==> src/p7fs_pkg.sv <==
`default_nettype none

package p7fs_pkg;

    // ------------------------------------------------------------
    // Register map, word aligned byte addresses
    // ------------------------------------------------------------
    localparam int unsigned P7FS_AW       = 6;
    localparam int unsigned P7FS_NREG     = 10;
    localparam logic [5:0]  P7FS_OFF_DIR  = 6'h00;
    localparam logic [5:0]  P7FS_OFF_LAT  = 6'h04;
    localparam logic [5:0]  P7FS_OFF_PULL = 6'h08;
    localparam logic [5:0]  P7FS_OFF_TRG  = 6'h0C;
    localparam logic [5:0]  P7FS_OFF_T2M  = 6'h10;
    localparam logic [5:0]  P7FS_OFF_T1M  = 6'h14;
    localparam logic [5:0]  P7FS_OFF_UDF  = 6'h18;
    localparam logic [5:0]  P7FS_OFF_UCTL = 6'h1C;
    localparam logic [5:0]  P7FS_OFF_TPH  = 6'h20;
    localparam logic [5:0]  P7FS_OFF_STAT = 6'h24;
    localparam logic [7:0]  P7FS_RST_REG  = 8'h00;

    // ------------------------------------------------------------
    // Field positions
    // ------------------------------------------------------------
    localparam int unsigned P7FS_BIT_PIN3     = 3;
    localparam int unsigned P7FS_BIT_PIN4     = 4;
    localparam int unsigned P7FS_BIT_PIN5     = 5;
    localparam int unsigned P7FS_BIT_PULL_HI  = 7;
    localparam int unsigned P7FS_BIT_PULL_LO  = 6;
    localparam int unsigned P7FS_BIT_TRG_T2H  = 3;
    localparam int unsigned P7FS_BIT_TRG_T2L  = 2;
    localparam int unsigned P7FS_BIT_TRG_T1H  = 1;
    localparam int unsigned P7FS_BIT_TRG_T1L  = 0;
    localparam int unsigned P7FS_BIT_MODE_GT  = 4;
    localparam int unsigned P7FS_BIT_MODE_PO  = 2;
    localparam int unsigned P7FS_BIT_UDF_T2TP = 5;
    localparam int unsigned P7FS_BIT_UC_DIS   = 4;
    localparam int unsigned P7FS_BIT_UC_SEL   = 2;
    localparam int unsigned P7FS_BIT_TPH_SEL  = 2;

    typedef struct packed {
        logic oe;
        logic out;
        logic pull;
    } p7fs_pin_s;

endpackage : p7fs_pkg

`default_nettype wire

==> src/p7fs_pin_cell.sv <==
`timescale 1ns/1ps
`default_nettype none

// Decides what one pin does; an alternate output always beats the port latch.
module p7fs_pin_cell
    import p7fs_pkg::*;
(
    input  wire logic      dir_i,
    input  wire logic      latch_i,
    input  wire logic      alt_oe_i,
    input  wire logic      alt_out_i,
    input  wire logic      pull_grp_i,
    input  wire logic      port_ok_i,
    output p7fs_pin_s      pin_o
);

    always_comb begin
        pin_o.oe   = alt_oe_i | (dir_i & port_ok_i);
        pin_o.out  = alt_oe_i ? alt_out_i : latch_i;
        pin_o.pull = ~alt_oe_i & ~dir_i & pull_grp_i & port_ok_i;
    end

endmodule : p7fs_pin_cell

`default_nettype wire

==> src/p7fs_top.sv <==
// Behaviour
// - timer-two input pin feeds gate, trigger, count source
// - trigger-select pair must be zero for inputs
// - plain input without pull-up when bits clear
// - pull-up on port input when group bit set
// - timer-two output pin gives up/down polarity input
// - same pin gives two-phase pulse input
// - pulse output only without two-phase, three-phase
`timescale 1ns/1ps
`default_nettype none

module p7fs_top
    import p7fs_pkg::*;
(
    input  wire logic                clk_i,
    input  wire logic                rst_i,
    input  wire logic                ce_i,
    input  wire logic                wb_cyc_i,
    input  wire logic                wb_stb_i,
    input  wire logic                wb_we_i,
    input  wire logic [P7FS_AW-1:0]  wb_adr_i,
    input  wire logic [3:0]          wb_sel_i,
    input  wire logic [31:0]         wb_dat_i,
    output logic      [31:0]         wb_dat_o,
    output logic                     wb_ack_o,
    input  wire logic [2:0]          pin_in_i,
    output logic      [2:0]          pin_out_o,
    output logic      [2:0]          pin_oe_o,
    output logic      [2:0]          pin_pullup_o,
    input  wire logic                timer_two_pulse_i,
    input  wire logic                serial_request_to_send_out_i,
    input  wire logic                w_phase_i,
    input  wire logic                v_phase_i,
    output logic                     timer_two_input_o,
    output logic                     timer_two_count_en_o,
    output logic                     timer_two_gate_en_o,
    output logic                     timer_two_updown_o,
    output logic                     timer_two_updown_en_o,
    output logic                     timer_two_twophase_o,
    output logic                     timer_two_twophase_en_o,
    output logic                     timer_one_input_o,
    output logic                     timer_one_count_en_o,
    output logic                     timer_one_gate_en_o,
    output logic                     serial_clear_to_send_in_o,
    output logic                     serial_cts_en_o
);

    // ------------------------------------------------------------
    // Register file
    // ------------------------------------------------------------
    logic [7:0] regs [0:P7FS_NREG-2];
    // Status is kept apart from the writable file so that each store has a single driving process.
    logic [7:0] stat;
    logic [3:0] idx;
    logic       wr_hit;
    logic       rd_map;

    assign idx    = wb_adr_i[5:2];
    assign rd_map = (idx < 4'(P7FS_NREG));
    // Status is read-only; writes to it and to holes are acknowledged and dropped.
    assign wr_hit = wb_cyc_i & wb_stb_i & wb_we_i & ~wb_ack_o & wb_sel_i[0]
                  & (idx < 4'(P7FS_NREG - 1));

    always_ff @(posedge clk_i) begin
        if (rst_i) begin
            for (int i = 0; i < P7FS_NREG - 1; i++) begin
                regs[i] <= P7FS_RST_REG;
            end
        end else if (ce_i && wr_hit) begin
            regs[idx] <= wb_dat_i[7:0];
        end
    end

    // Status register mirrors pin levels in [5:3] and drive enables in [2:0].
    always_ff @(posedge clk_i) begin
        if (rst_i) begin
            stat <= P7FS_RST_REG;
        end else if (ce_i) begin
            stat <= {2'h0, pin_in_i, pin_oe_o};
        end
    end

    always_ff @(posedge clk_i) begin
        if (rst_i) begin
            wb_ack_o <= 1'b0;
            wb_dat_o <= 32'h0000_0000;
        end else if (ce_i) begin
            wb_ack_o <= wb_cyc_i & wb_stb_i & ~wb_ack_o;
            wb_dat_o <= !rd_map                      ? 32'h0000_0000
                      : (idx == 4'(P7FS_NREG - 1)) ? {24'h00_0000, stat}
                      :                               {24'h00_0000, regs[idx]};
        end
    end

    // ------------------------------------------------------------
    // Control decode
    // ------------------------------------------------------------
    logic [2:0] dir;
    logic [2:0] lat;
    logic       tph;
    logic       t2_in_ok;
    logic       t2_gate_ok;
    logic       t2_pulse_on;
    logic       t2_updn_ok;
    logic       t2_twoph_ok;
    logic       t1_in_ok;
    logic       t1_gate_ok;
    logic       rts_on;
    logic       cts_ok;
    logic       t2_tp;
    logic       t2_po;

    assign dir   = regs[P7FS_OFF_DIR[5:2]][P7FS_BIT_PIN5:P7FS_BIT_PIN3];
    assign lat   = regs[P7FS_OFF_LAT[5:2]][P7FS_BIT_PIN5:P7FS_BIT_PIN3];
    assign tph   = regs[P7FS_OFF_TPH[5:2]][P7FS_BIT_TPH_SEL];
    assign t2_tp = regs[P7FS_OFF_UDF[5:2]][P7FS_BIT_UDF_T2TP];
    assign t2_po = regs[P7FS_OFF_T2M[5:2]][P7FS_BIT_MODE_PO];

    assign t2_in_ok    = ~dir[2] & ~regs[P7FS_OFF_TRG[5:2]][P7FS_BIT_TRG_T2H]
                       & ~regs[P7FS_OFF_TRG[5:2]][P7FS_BIT_TRG_T2L] & ~tph;
    assign t2_gate_ok  = t2_in_ok & regs[P7FS_OFF_T2M[5:2]][P7FS_BIT_MODE_GT];
    assign t2_pulse_on = t2_po & ~t2_tp & ~tph;
    assign t2_updn_ok  = ~dir[1] & regs[P7FS_OFF_T2M[5:2]][P7FS_BIT_MODE_GT]
                       & ~t2_po & ~t2_tp & ~tph;
    assign t2_twoph_ok = ~dir[1] & regs[P7FS_OFF_T2M[5:2]][P7FS_BIT_MODE_GT]
                       & ~t2_po & t2_tp & ~tph;
    assign t1_in_ok    = ~dir[0] & ~regs[P7FS_OFF_TRG[5:2]][P7FS_BIT_TRG_T1H]
                       & ~regs[P7FS_OFF_TRG[5:2]][P7FS_BIT_TRG_T1L] & ~tph;
    assign t1_gate_ok  = t1_in_ok & regs[P7FS_OFF_T1M[5:2]][P7FS_BIT_MODE_GT];
    assign rts_on      = ~regs[P7FS_OFF_UCTL[5:2]][P7FS_BIT_UC_DIS]
                       & regs[P7FS_OFF_UCTL[5:2]][P7FS_BIT_UC_SEL] & ~tph;
    assign cts_ok      = ~dir[0] & ~regs[P7FS_OFF_UCTL[5:2]][P7FS_BIT_UC_DIS]
                       & ~regs[P7FS_OFF_UCTL[5:2]][P7FS_BIT_UC_SEL] & ~tph;

    // ------------------------------------------------------------
    // Pin resolution
    // ------------------------------------------------------------
    // Index 0 is port bit 3, index 2 is port bit 5.
    logic [2:0] alt_oe;
    logic [2:0] alt_out;
    logic [2:0] pull_grp;
    logic [2:0] port_ok;
    p7fs_pin_s  next_pin [0:2];

    assign alt_oe   = {tph, tph | t2_pulse_on, tph | rts_on};
    assign alt_out  = {w_phase_i,
                       tph ? w_phase_i : timer_two_pulse_i,
                       tph ? v_phase_i : serial_request_to_send_out_i};
    assign pull_grp = {regs[P7FS_OFF_PULL[5:2]][P7FS_BIT_PULL_HI],
                       regs[P7FS_OFF_PULL[5:2]][P7FS_BIT_PULL_HI],
                       regs[P7FS_OFF_PULL[5:2]][P7FS_BIT_PULL_LO]};
    // The timer-two output pin is no port while pulse or two-phase use owns it.
    assign port_ok  = {~tph, ~tph & ~t2_po & ~t2_tp, ~tph};

    for (genvar g = 0; g < 3; g++) begin : g_pin
        p7fs_pin_cell u_cell (
            .dir_i      (dir[g]),
            .latch_i    (lat[g]),
            .alt_oe_i   (alt_oe[g]),
            .alt_out_i  (alt_out[g]),
            .pull_grp_i (pull_grp[g]),
            .port_ok_i  (port_ok[g]),
            .pin_o      (next_pin[g])
        );

        always_ff @(posedge clk_i) begin
            if (rst_i) begin
                pin_oe_o[g]     <= 1'b0;
                pin_out_o[g]    <= 1'b0;
                pin_pullup_o[g] <= 1'b0;
            end else if (ce_i) begin
                pin_oe_o[g]     <= next_pin[g].oe;
                pin_out_o[g]    <= next_pin[g].out;
                pin_pullup_o[g] <= next_pin[g].pull;
            end
        end
    end

    // ------------------------------------------------------------
    // Inputs handed to the peripherals
    // ------------------------------------------------------------
    // Disabled inputs read low so a peripheral never counts a floating pin.
    always_ff @(posedge clk_i) begin
        if (rst_i) begin
            timer_two_input_o       <= 1'b0;
            timer_two_count_en_o    <= 1'b0;
            timer_two_gate_en_o     <= 1'b0;
            timer_one_input_o       <= 1'b0;
            timer_one_count_en_o    <= 1'b0;
            timer_one_gate_en_o     <= 1'b0;
        end else if (ce_i) begin
            timer_two_input_o       <= t2_in_ok & pin_in_i[2];
            timer_two_count_en_o    <= t2_in_ok;
            timer_two_gate_en_o     <= t2_gate_ok;
            timer_one_input_o       <= t1_in_ok & pin_in_i[0];
            timer_one_count_en_o    <= t1_in_ok;
            timer_one_gate_en_o     <= t1_gate_ok;
        end
    end

    always_ff @(posedge clk_i) begin
        if (rst_i) begin
            timer_two_updown_o      <= 1'b0;
            timer_two_updown_en_o   <= 1'b0;
            timer_two_twophase_o    <= 1'b0;
            timer_two_twophase_en_o <= 1'b0;
            serial_clear_to_send_in_o <= 1'b0;
            serial_cts_en_o         <= 1'b0;
        end else if (ce_i) begin
            timer_two_updown_o      <= t2_updn_ok & pin_in_i[1];
            timer_two_updown_en_o   <= t2_updn_ok;
            timer_two_twophase_o    <= t2_twoph_ok & pin_in_i[1];
            timer_two_twophase_en_o <= t2_twoph_ok;
            serial_clear_to_send_in_o <= cts_ok & pin_in_i[0];
            serial_cts_en_o         <= cts_ok;
        end
    end

    // ------------------------------------------------------------
    // Assertions
    // ------------------------------------------------------------
    property p_t2_count;
        @(posedge clk_i) disable iff (rst_i)
        !rst_i && ce_i && !dir[2] && !tph && regs[P7FS_OFF_TRG[5:2]][3:2] == 2'b00
        |=> timer_two_count_en_o && timer_two_input_o == $past(pin_in_i[2]);
    endproperty
    a_t2_count: assert property (p_t2_count) else $error("timer two input not routed");

    property p_t1_block;
        @(posedge clk_i) disable iff (rst_i)
        ce_i && regs[P7FS_OFF_TRG[5:2]][1:0] != 2'b00 |=> !timer_one_count_en_o && !timer_one_gate_en_o;
    endproperty
    a_t1_block: assert property (p_t1_block) else $error("timer one input with trigger select set");

    property p_plain_in;
        @(posedge clk_i) disable iff (rst_i)
        ce_i && !dir[2] && !regs[P7FS_OFF_PULL[5:2]][7] && !tph |=> !pin_oe_o[2] && !pin_pullup_o[2];
    endproperty
    a_plain_in: assert property (p_plain_in) else $error("pin five not a plain input");

    property p_pull_lo;
        @(posedge clk_i) disable iff (rst_i)
        ce_i && !dir[0] && !tph && !rts_on |=> pin_pullup_o[0] == $past(regs[P7FS_OFF_PULL[5:2]][6]);
    endproperty
    a_pull_lo: assert property (p_pull_lo) else $error("lower group pull-up wrong");

    property p_updn;
        @(posedge clk_i) disable iff (rst_i)
        ce_i ##1 ce_i |-> timer_two_updown_en_o == $past(t2_updn_ok) && !(timer_two_updown_en_o && pin_oe_o[1]);
    endproperty
    a_updn: assert property (p_updn) else $error("polarity input selection wrong");

    property p_twoph_nopulse;
        @(posedge clk_i) disable iff (rst_i)
        ce_i && t2_tp && !dir[1] |=> !pin_oe_o[1] || $past(tph);
    endproperty
    a_twoph_nopulse: assert property (p_twoph_nopulse) else $error("pin four driven in two-phase use");

    property p_pulse;
        @(posedge clk_i) disable iff (rst_i)
        ce_i && t2_po && !t2_tp && !tph |=> pin_oe_o[1] && pin_out_o[1] == $past(timer_two_pulse_i);
    endproperty
    a_pulse: assert property (p_pulse) else $error("pulse output not on pin four");

    property p_rts;
        @(posedge clk_i) disable iff (rst_i)
        ce_i && rts_on |=> pin_oe_o[0] && pin_out_o[0] == $past(serial_request_to_send_out_i) && !serial_cts_en_o;
    endproperty
    a_rts: assert property (p_rts) else $error("flow-control output not on pin three");

    property p_three_phase;
        @(posedge clk_i) disable iff (rst_i)
        ce_i && tph |=> pin_oe_o == 3'h7 && pin_out_o == {$past(w_phase_i), $past(w_phase_i), $past(v_phase_i)}
                        && pin_pullup_o == 3'h0;
    endproperty
    a_three_phase: assert property (p_three_phase) else $error("motor phases do not own the pins");

    property p_port_out;
        @(posedge clk_i) disable iff (rst_i)
        ce_i && dir[2] && !tph |=> pin_oe_o[2] && pin_out_o[2] == $past(lat[2]);
    endproperty
    a_port_out: assert property (p_port_out) else $error("port latch not on pin five");

endmodule : p7fs_top

`default_nettype wire

==> config.mk <==
export PLATFORM = sky130hd
export DESIGN_NAME = p7fs_top
export DESIGN_NICKNAME = d
export VERILOG_FILES = /design/src/p7fs_pkg.sv /design/src/p7fs_pin_cell.sv /design/src/p7fs_top.sv
export SDC_FILE = /design/constraint.sdc
export NUM_CORES = 1
export LEC_CHECK = 0
export BUFFER_PORTS_ARGS = -buffer_cell sky130_fd_sc_hd__buf_2
export CELL_PAD_IN_SITES_DETAIL_PLACEMENT = 2
export CELL_PAD_IN_SITES_GLOBAL_PLACEMENT = 2
export CORE_MARGIN = 1
export CORE_UTILIZATION = 35
export DETAILED_ROUTE_END_ITERATION = 8
export GPL_TIMING_DRIVEN = 0
export PLACE_DENSITY_LB_ADDON = 0.12
export SYNTH_ARGS = -nofsm -noshare
export SYNTH_HDL_FRONTEND = slang
export SYNTH_SLANG_ARGS = --single-unit
==> constraint.sdc <==
create_clock -name clk_i -period 2.3 [get_ports clk_i]
set_input_delay 0.23 -clock clk_i [delete_from_list [all_inputs] [get_ports clk_i]]
set_output_delay 0.23 -clock clk_i [all_outputs]
set_load 0.01 [all_outputs]
Word-level counts from Yosys, hierarchy flattened:

Memories as Yosys holds them, arrays and structs flattened.
Cells that the tools add are included.

* register bits after elaboration: 60
* latch bits: 0
* memory bits (writable): 72
* bits in read-only memories: 0
* input port bits: 55
* output and inout port bits: 54
* word-level logic and storage cells: 111
* memories kept: 1

* $add $sub $neg: 0
* multiply operators: 0
* div/mod/pow operators: 0
* order comparisons: 2
* equal/unequal tests: 1
* shift operators: 0
* muxes and demuxes: 15
* bitwise logic cells: 66
* reduce and logical (&&, ||, !) cells: 2

Memories
* regs: words 9, bits a word 8, rd ports 10, clocked after memory_dff 0, wr ports 9, line p7fs_top.sv:51 `logic [7:0] regs [0:P7FS_NREG-2];`

Operator list (count)
* 1-bit bitwise AND: 46
* 8-bit two-way mux: 3
* 1-bit inverter: 15
* 1-bit two-way mux: 11
* 4-bit < comparator (second input constant): 2
* 8-bit OR reduction: 1
* 1-bit OR: 5
* 4-bit == test (second input constant): 1
* 4-bit two-way mux: 1
* 1-bit logical AND: 1

Logic depth before layout (Yosys ltp):

Gate-level depths: netlist (run 1).

* depth in word-level cells: 11
* mapped depth: 7
* gate-level depth less buffers: 4

Hierarchy:

A second synthesis (run 1) with hierarchy kept.

* cell total of the unflattened synthesis: 440
* area total of the unflattened synthesis: 5683.0 µm²

Modules (own cells, without submodules)
* p7fs_top: instances 1, cells an instance 431, area an instance 5574.1 µm², sequential area each 3303.2 µm²
* p7fs_pin_cell: instances 3, cells an instance 3, area an instance 36.3 µm², sequential area each 0.0 µm²

Least setup slack after synthesis (run 1):

OpenSTA, ideal clock, no wires.

* path kind: flip-flop to flip-flop
* start: reg wb_ack_o
* end: mem regs[7][0] (enable)
* setup time: 0.329 ns
* arrival time: 1.650 ns
* data required time: 1.971 ns
* slack: 0.320 ns
* stages on the path, launching flop included: 6
* buffers on the path: 1
* clock period less this slack: 1.980 ns
* cell sequence: dfxtp_1 nand4b_1 or3_1 buf_6 nor4_4 or2_1

RTL lines
* from (decl): line p7fs_top.sv:25 `output logic wb_ack_o,`
* from (signal assigned): line p7fs_top.sv:88 `wb_ack_o <= wb_cyc_i & wb_stb_i & ~wb_ack_o;`
* to (decl): line p7fs_top.sv:51

==> results.json, run 1 <==
{
  "cts_made_buffers": 17,
  "pwr_density_cell_nw_per_um2": 829,
  "period_minus_slack_ps": 2260,
  "syn_inst": 444,
  "routed_via_density": 5.17,
  "hp-class": "input port to flip-flop",
  "syn-cell-area_um2": 5350,
  "grt_setup_unrepaired": "yes",
  "cp.required_ps": 2430,
  "grt_overflow": 0,
  "tritoncts": "yes",
  "violations": "DRC",
  "fmax_ghz": 0.442,
  "clk_path_buf_depth": 2,
  "p_leak_nw": 2.75,
  "ant_nets": 0,
  "num_antenna_cells": 0,
  "synth_top_area_cell": "edfxtp_1",
  "final_nets": 601,
  "die_h_um": 126,
  "rows": 44,
  "setup_viol_count_final": 0,
  "cp-start-kind": "flip-flop",
  "gr-usage-all-layers_pct": 22.8,
  "core_area_um2": 14700,
  "run_status": "finished with violations",
  "ys_warn_count": 0,
  "synth-seq-cells": 114,
  "cp_max_fo": 9,
  "syn_to_final_growth_pct": 23.9,
  "dp_slack_ps": -128,
  "num_vias": 3844,
  "ys.flop_type": "edfxtp_1",
  "grt_max_degree": 17,
  "arrival_ps": 2390,
  "max_slew_margin_pct": 41.3,
  "final_cell_mix": "78 x edfxtp_1, 72 x and2_1, 58 x buf_2",
  "initial_core_util_pct": 36.4,
  "end_kind": "flip-flop",
  "grt_pass1_wl_um": 25700,
  "dp_hpwl_um": 11500,
  "async_flop_share_pct": 0,
  "cts_sinks": 114,
  "synth_area_leaders": "edfxtp_1 44%, dfxtp_1 13%, and2_1 8.4%",
  "drive_gt1_share_pct": 25.4,
  "synth_area_per_cell_um2": 12.0,
  "synth-seq-area-share_pct": 57.3,
  "drtIter0Drc": 175,
  "path_clk_slew_ps": 60,
  "ios": 109,
  "whs_path_depth": 3,
  "hold_buffers": 0,
  "crit_type": "flip-flop to flip-flop",
  "final_common_cell": "edfxtp_1",
  "max_cap_violations": 0,
  "grt_pass1_vias": 4192,
  "fin_util_pct": 45.1,
  "fin_ws_ps": 38.7,
  "die_area_um2": 15800,
  "synth_top_area_share_pct": 43.8,
  "first_pass_iters": 6,
  "skew_ps": 9.13,
  "peakVddDrop_v": 0.000569,
  "final.period_utilization_pct": 98.3,
  "ys_types": 42,
  "hold_viol": 0,
  "die_w_um": 126,
  "gp_congestion": 0.778,
  "r2r_cells": 5,
  "drc": 10,
  "worst_slew_pin_slew_ps": 872,
  "routed_wirelength_um": 16700,
  "clock_latency_ps": 430,
  "slew_viol_final": 0,
  "cts-root-buf": "clkbuf_16",
  "antenna_found_initial": 0,
  "io_buffer_count": 52,
  "avgRoutedWirePerCell_um": 22.4,
  "htreeDepth": 4,
  "synth-edff-count": 78
}
-- path summary, 6_finish.rpt --
path	slack (ps)	end	startpoint
max	40	regs[7][1]$_SDFFCE_PN0P_	wb_ack_o$_SDFFE_PP0P_
min	90	stat[5]$_SDFFE_PP0P_	pin_in_i[2]
max reg2reg	40	regs[7][1]$_SDFFCE_PN0P_	wb_ack_o$_SDFFE_PP0P_
min reg2reg	470	timer_one_gate_en_o$_SDFFE_PP0P_	timer_one_gate_en_o$_SDFFE_PP0P_
-- registers in the layout, indices dropped and copies added (netlist names), 3 cells and up --
signal / count
pin_oe_o: 3
regs: 78
pin_out_o: 3
pin_pullup_o: 3
wb_dat_o: 8
stat: 6
-- critical path, cell delays in order, from the launching register on --
cell and delay [ps]:
dfxtp_1 320, nand4b_1 280, or3_1 420, buf_6 170
nor4_4 470, or2_4 300
-- cells in the mapped netlist (2+ instances only) --
master	count
and4_1	3
buf_2	6
or2_2	9
or2_1	2
edfxtp_1	78
mux2i_1	38
a311oi_1	3
and2_1	72
o22ai_1	4
buf_1	2
clkbuf_1	15
o22a_1	5
mux4_2	2
inv_1	5
nand4_1	4
a211oi_1	8
o21ai_0	5
nand2_1	6
a2111oi_0	5
a221o_1	6
buf_4	25
nor2_1	26
mux2_2	2
nand2b_1	21
nor2b_1	10
a21oi_1	15
or3_1	2
o211ai_1	2
nand3_1	6
nor4_1	3
dfxtp_1	36
nor4_4	5
nor3_1	4
-- kinds of logic after synthesis --
group | Yosys count | synth area share (%)
mux | 42 | 8.37
simple gates | 176 | 20.7
compound gates | 57 | 7.74
buf+inv | 54 | 5.82
other cells | 1 | 0.0701
flops | 114 | 57.3
-- where the power goes --
group / switching (mW) / internal (mW) / total [mW]
sequential: 0.0410 / 2.26 / 2.30
clock: 0.935 / 1.84 / 2.78
combinational: 0.268 / 0.146 / 0.414
-- layout make-up --
| type | instances | area, um2 |
|---|---|---|
| inverter | 5 | 18.8 |
| fill | 1497 | 8070 |
| sequential | 114 | 3060 |
| clock inverter | 5 | 25.0 |
| clock buffer | 27 | 621 |
| buffer | 48 | 289 |
| multi-input combinational | 305 | 2100 |
| timing repair buffer | 55 | 283 |
| tap | 184 | 230 |
-- stage by stage --
step / setup TNS (ps) / cells / area [um2] / hold slack [ps] / power, mW
6_report: 0 / 743 / 6630 / 85.9 / 5.49
5_1_grt: -347 / 743 / 6630 / 100 / 5.65
4_1_cts: 0 / 744 / 6630 / 71.1 / 5.54
3_5_place_dp: -3830 / 709 / 5950 / 467 / 2.75
3_3_place_gp: -675 / 709 / 5950 / 456 / 2.73
2_1_floorplan: 0 / 473 / 5460 / 329 / 2.57
-- what timing repair did --
action / CTS / global route
endpoints found under the hold margin: 0 / 0
buffers inserted: 3 / 0
endpoints found under the setup margin: 56 / 32
resized for setup: 3 / 1
pin swaps: 2 / 1
-- per-layer routing --
metal / track usage (%) / part of all wire (%) / up-vias
li1: - / - / 1753
met2: 36.8 / 48 / 113
met1: 29.0 / 45 / 1944
met3: 4.93 / 4.3 / 34
met5: 0 / 0 / -
met4: 11.4 / 3.2 / 0
(Power assumes the default switching activity.)
==> run 2, diff against run 1 <==
Settings changed: ABC_AREA set to 1.
==> results.json, run 2 <==
{
  "cts-root-buf": "clkbuf_16",
  "pwr_density_cell_nw_per_um2": 787,
  "synth_top_family_by_area": "simple AND/OR/NAND/NOR gates",
  "clk_path_buf_depth": 2,
  "tritoncts": "yes",
  "drtIter0Drc": 250,
  "grt.busiest_layer": "met2",
  "run_status": "complete, no violations",
  "worst_slew_pin_slew_ps": 863,
  "final_common_cell": "nand2_1",
  "cp-start-kind": "flip-flop",
  "grt_setup_unrepaired": "no",
  "ys_warn_count": 0,
  "die_w_um": 141,
  "cp.required_ps": 2390,
  "antenna_found_initial": 0,
  "synthMuxAreaShare_pct": 0,
  "drive_gt1_share_pct": 16.1,
  "htreeDepth": 4,
  "final_nets": 924,
  "largest_reg_flops": 118,
  "top_regs": "regs: 118 flops, wb_dat_o: 8 flops, stat: 6 flops",
  "ant_nets": 0,
  "gr-usage-all-layers_pct": 24.5,
  "synth_top_area_share_pct": 52.1,
  "synth-seq-cells": 154,
  "skew_ps": 17.4,
  "fin_ws_ps": 135,
  "hold_viol": 0,
  "min_to": "regs[9][6]$_DFFE_PP_",
  "crit_buf_inv": 0,
  "hold_path_startpoint": "wb_dat_i[6]",
  "grt_overflow": 0,
  "cts_made_buffers": 17,
  "synth_area_leaders": "edfxtp_1 52%, nand2_1 16%, dfxtp_1 11%",
  "whs_path_depth": 1,
  "yosys-top-cells-count": "282 x nand2_1, 118 x edfxtp_1, 94 x nor2_1",
  "initial_core_util_pct": 36.0,
  "slew_viol_final": 0,
  "yosysMostFrequentCell": "nand2_1",
  "dp_slack_ps": -322,
  "met2_usage_pct": 44.6,
  "max_slew_margin_pct": 42.3,
  "cpLargestDelayFamily": "simple AND/OR/NAND/NOR gates",
  "reg2reg_slack_ps": 140,
  "fmax_ghz": 0.462,
  "p_leak_nw": 3.72,
  "largest_register": "regs",
  "synth-seq-area-share_pct": 62.7,
  "period_minus_slack_ps": 2160,
  "async_flop_share_pct": 0,
  "io_buffer_count": 51,
  "cts_sinks": 154,
  "path_clk_slew_ps": 70,
  "grt.met3_usage_pct": 4.32,
  "syn_to_final_growth_pct": 21.2,
  "avgRoutedWirePerCell_um": 20.1,
  "num_vias": 5584,
  "holdWs_ps": 20.8,
  "synthSimpleGateAreaFrac_pct": 25.8,
  "synth-compound-area-share_pct": 5.21,
  "r2r-start": "wb_ack_o$_SDFFE_PP0P_",
  "synth_xor_area_share_pct": 0,
  "arrival_ps": 2260,
  "worstPathCellList": "nor2_1 -> nand3_1 -> nor2_1 -> nand3_1 -> nand2_2",
  "place_area_um2": 7640,
  "clock_latency_ps": 440,
  "max_cap_violations": 0,
  "routed_via_density": 4.89,
  "met1_usage_pct": 29.5,
  "die_h_um": 141,
  "num_antenna_cells": 0,
  "fin_area_um2": 8240,
  "fin_util_pct": 43.6,
  "grt_max_degree": 17,
  "r2r_cells": 5,
  "routed_wirelength_um": 22900,
  "end_kind": "flip-flop",
  "first_pass_iters": 5,
  "syn-cell-area_um2": 6800,
  "synth_area_per_cell_um2": 9.31,
  "synth_top_area_cell": "edfxtp_1",
  "final.period_utilization_pct": 94.1,
  "synthAdderAreaFrac_pct": 0,
  "r2r-end": "regs[8][4]$_SDFFCE_PN0P_",
  "crit_path_max_incr_delay_ps": 520,
  "gp_congestion": 0.790,
  "cpMaxStageDelayCell": "nand3_1",
  "ys_types": 26,
  "ys.flop_type": "edfxtp_1",
  "final_cell_mix": "273 x nand2_1, 118 x edfxtp_1, 94 x nor2_1",
  "ios": 109,
  "hold_buffers": 0,
  "rows": 50,
  "dp_hpwl_um": 16500,
  "core_area_um2": 18900,
  "peakVddDrop_v": 0.000459,
  "synth-edff-count": 118,
  "hp-class": "input port to flip-flop",
  "setup_viol_count_final": 0,
  "fin_tns_setup_ps": 0,
  "die_area_um2": 20000,
  "drc": 0,
  "cp_max_fo": 9,
  "syn_inst": 730,
  "grt_pass1_vias": 6241,
  "crit_type": "flip-flop to flip-flop",
  "grt_pass1_wl_um": 35600
}
[run 2: metrics by stage]
| step | power (mW) | instances |
|---|---|---|
| after floorplan | 3.54 | 799 |
| after global placement | 3.74 | 1110 |
| after detailed placement | 3.77 | 1110 |
| after CTS | 6.51 | 1142 |
| after global routing | 6.69 | 1142 |
| final | 6.48 | 1142 |
[run 2: worst max path at each step]
| stage | cells past startpoint | endpoint | startpoint |
|---|---|---|---|
| finish | 5 | regs[8][4]$_SDFFCE_PN0P_ | wb_ack_o$_SDFFE_PP0P_ |
| global route | 5 | regs[8][0]$_SDFFCE_PN0P_ | wb_ack_o$_SDFFE_PP0P_ |
| global placement | 5 | regs[8][4]$_SDFFCE_PN0P_ | wb_adr_i[5] |
| CTS | 7 | regs[7][4]$_SDFFCE_PN0P_ | wb_ack_o$_SDFFE_PP0P_ |
| floorplan | 8 | regs[4][0]$_SDFFCE_PN0P_ | rst_i |
| detailed placement | 5 | regs[8][4]$_SDFFCE_PN0P_ | wb_adr_i[5] |
[run 2: power by group]
part | internal [mW] | switching (mW)
clock | 1.60 | 1.15
combinational | 0.150 | 0.403
sequential | 3.12 | 0.0561
[run 2: cells by family (layout without fill, tap and decap cells)]
family          Yosys count  in the layout
simple gates            425            425
compound gates           67             67
flops                   154            154
buf+inv                  83            166
other cells               1             70
[run 2: what timing repair did]
item                                    in CTS  in global routing
endpoints found under the hold margin        0                  0
endpoints found under the setup margin       8                 61
pin swaps                                    0                  0
buffers inserted                             0                  0
gates resized for setup                      1                  8
[run 2: routing by layer]
| layer | part of all wire (%) | up-vias |
|---|---|---|
| met5 | 0 | - |
| li1 | - | 2593 |
| met2 | 51 | 124 |
| met1 | 43 | 2839 |
| met4 | 1.8 | 0 |
| met3 | 3.8 | 28 |
[run 2: final cells by class]
class / count / area [um2]
repair buffers: 51 / 255
inverters: 31 / 116
multi-input cells: 562 / 2390
well taps: 260 / 325
fillers: 2146 / 10700
plain buffers: 52 / 304
clock buffers: 23 / 522
flip-flops and latches: 154 / 4260
clock inverters: 9 / 56.3
[run 2: worst register-to-register path, cell delays in order, from the launching register on]
cell and delay, ps:
dfxtp_1 320, nor2_1 100, nand3_1 100, nor2_1 310, nand3_1 520, nand2_2 460
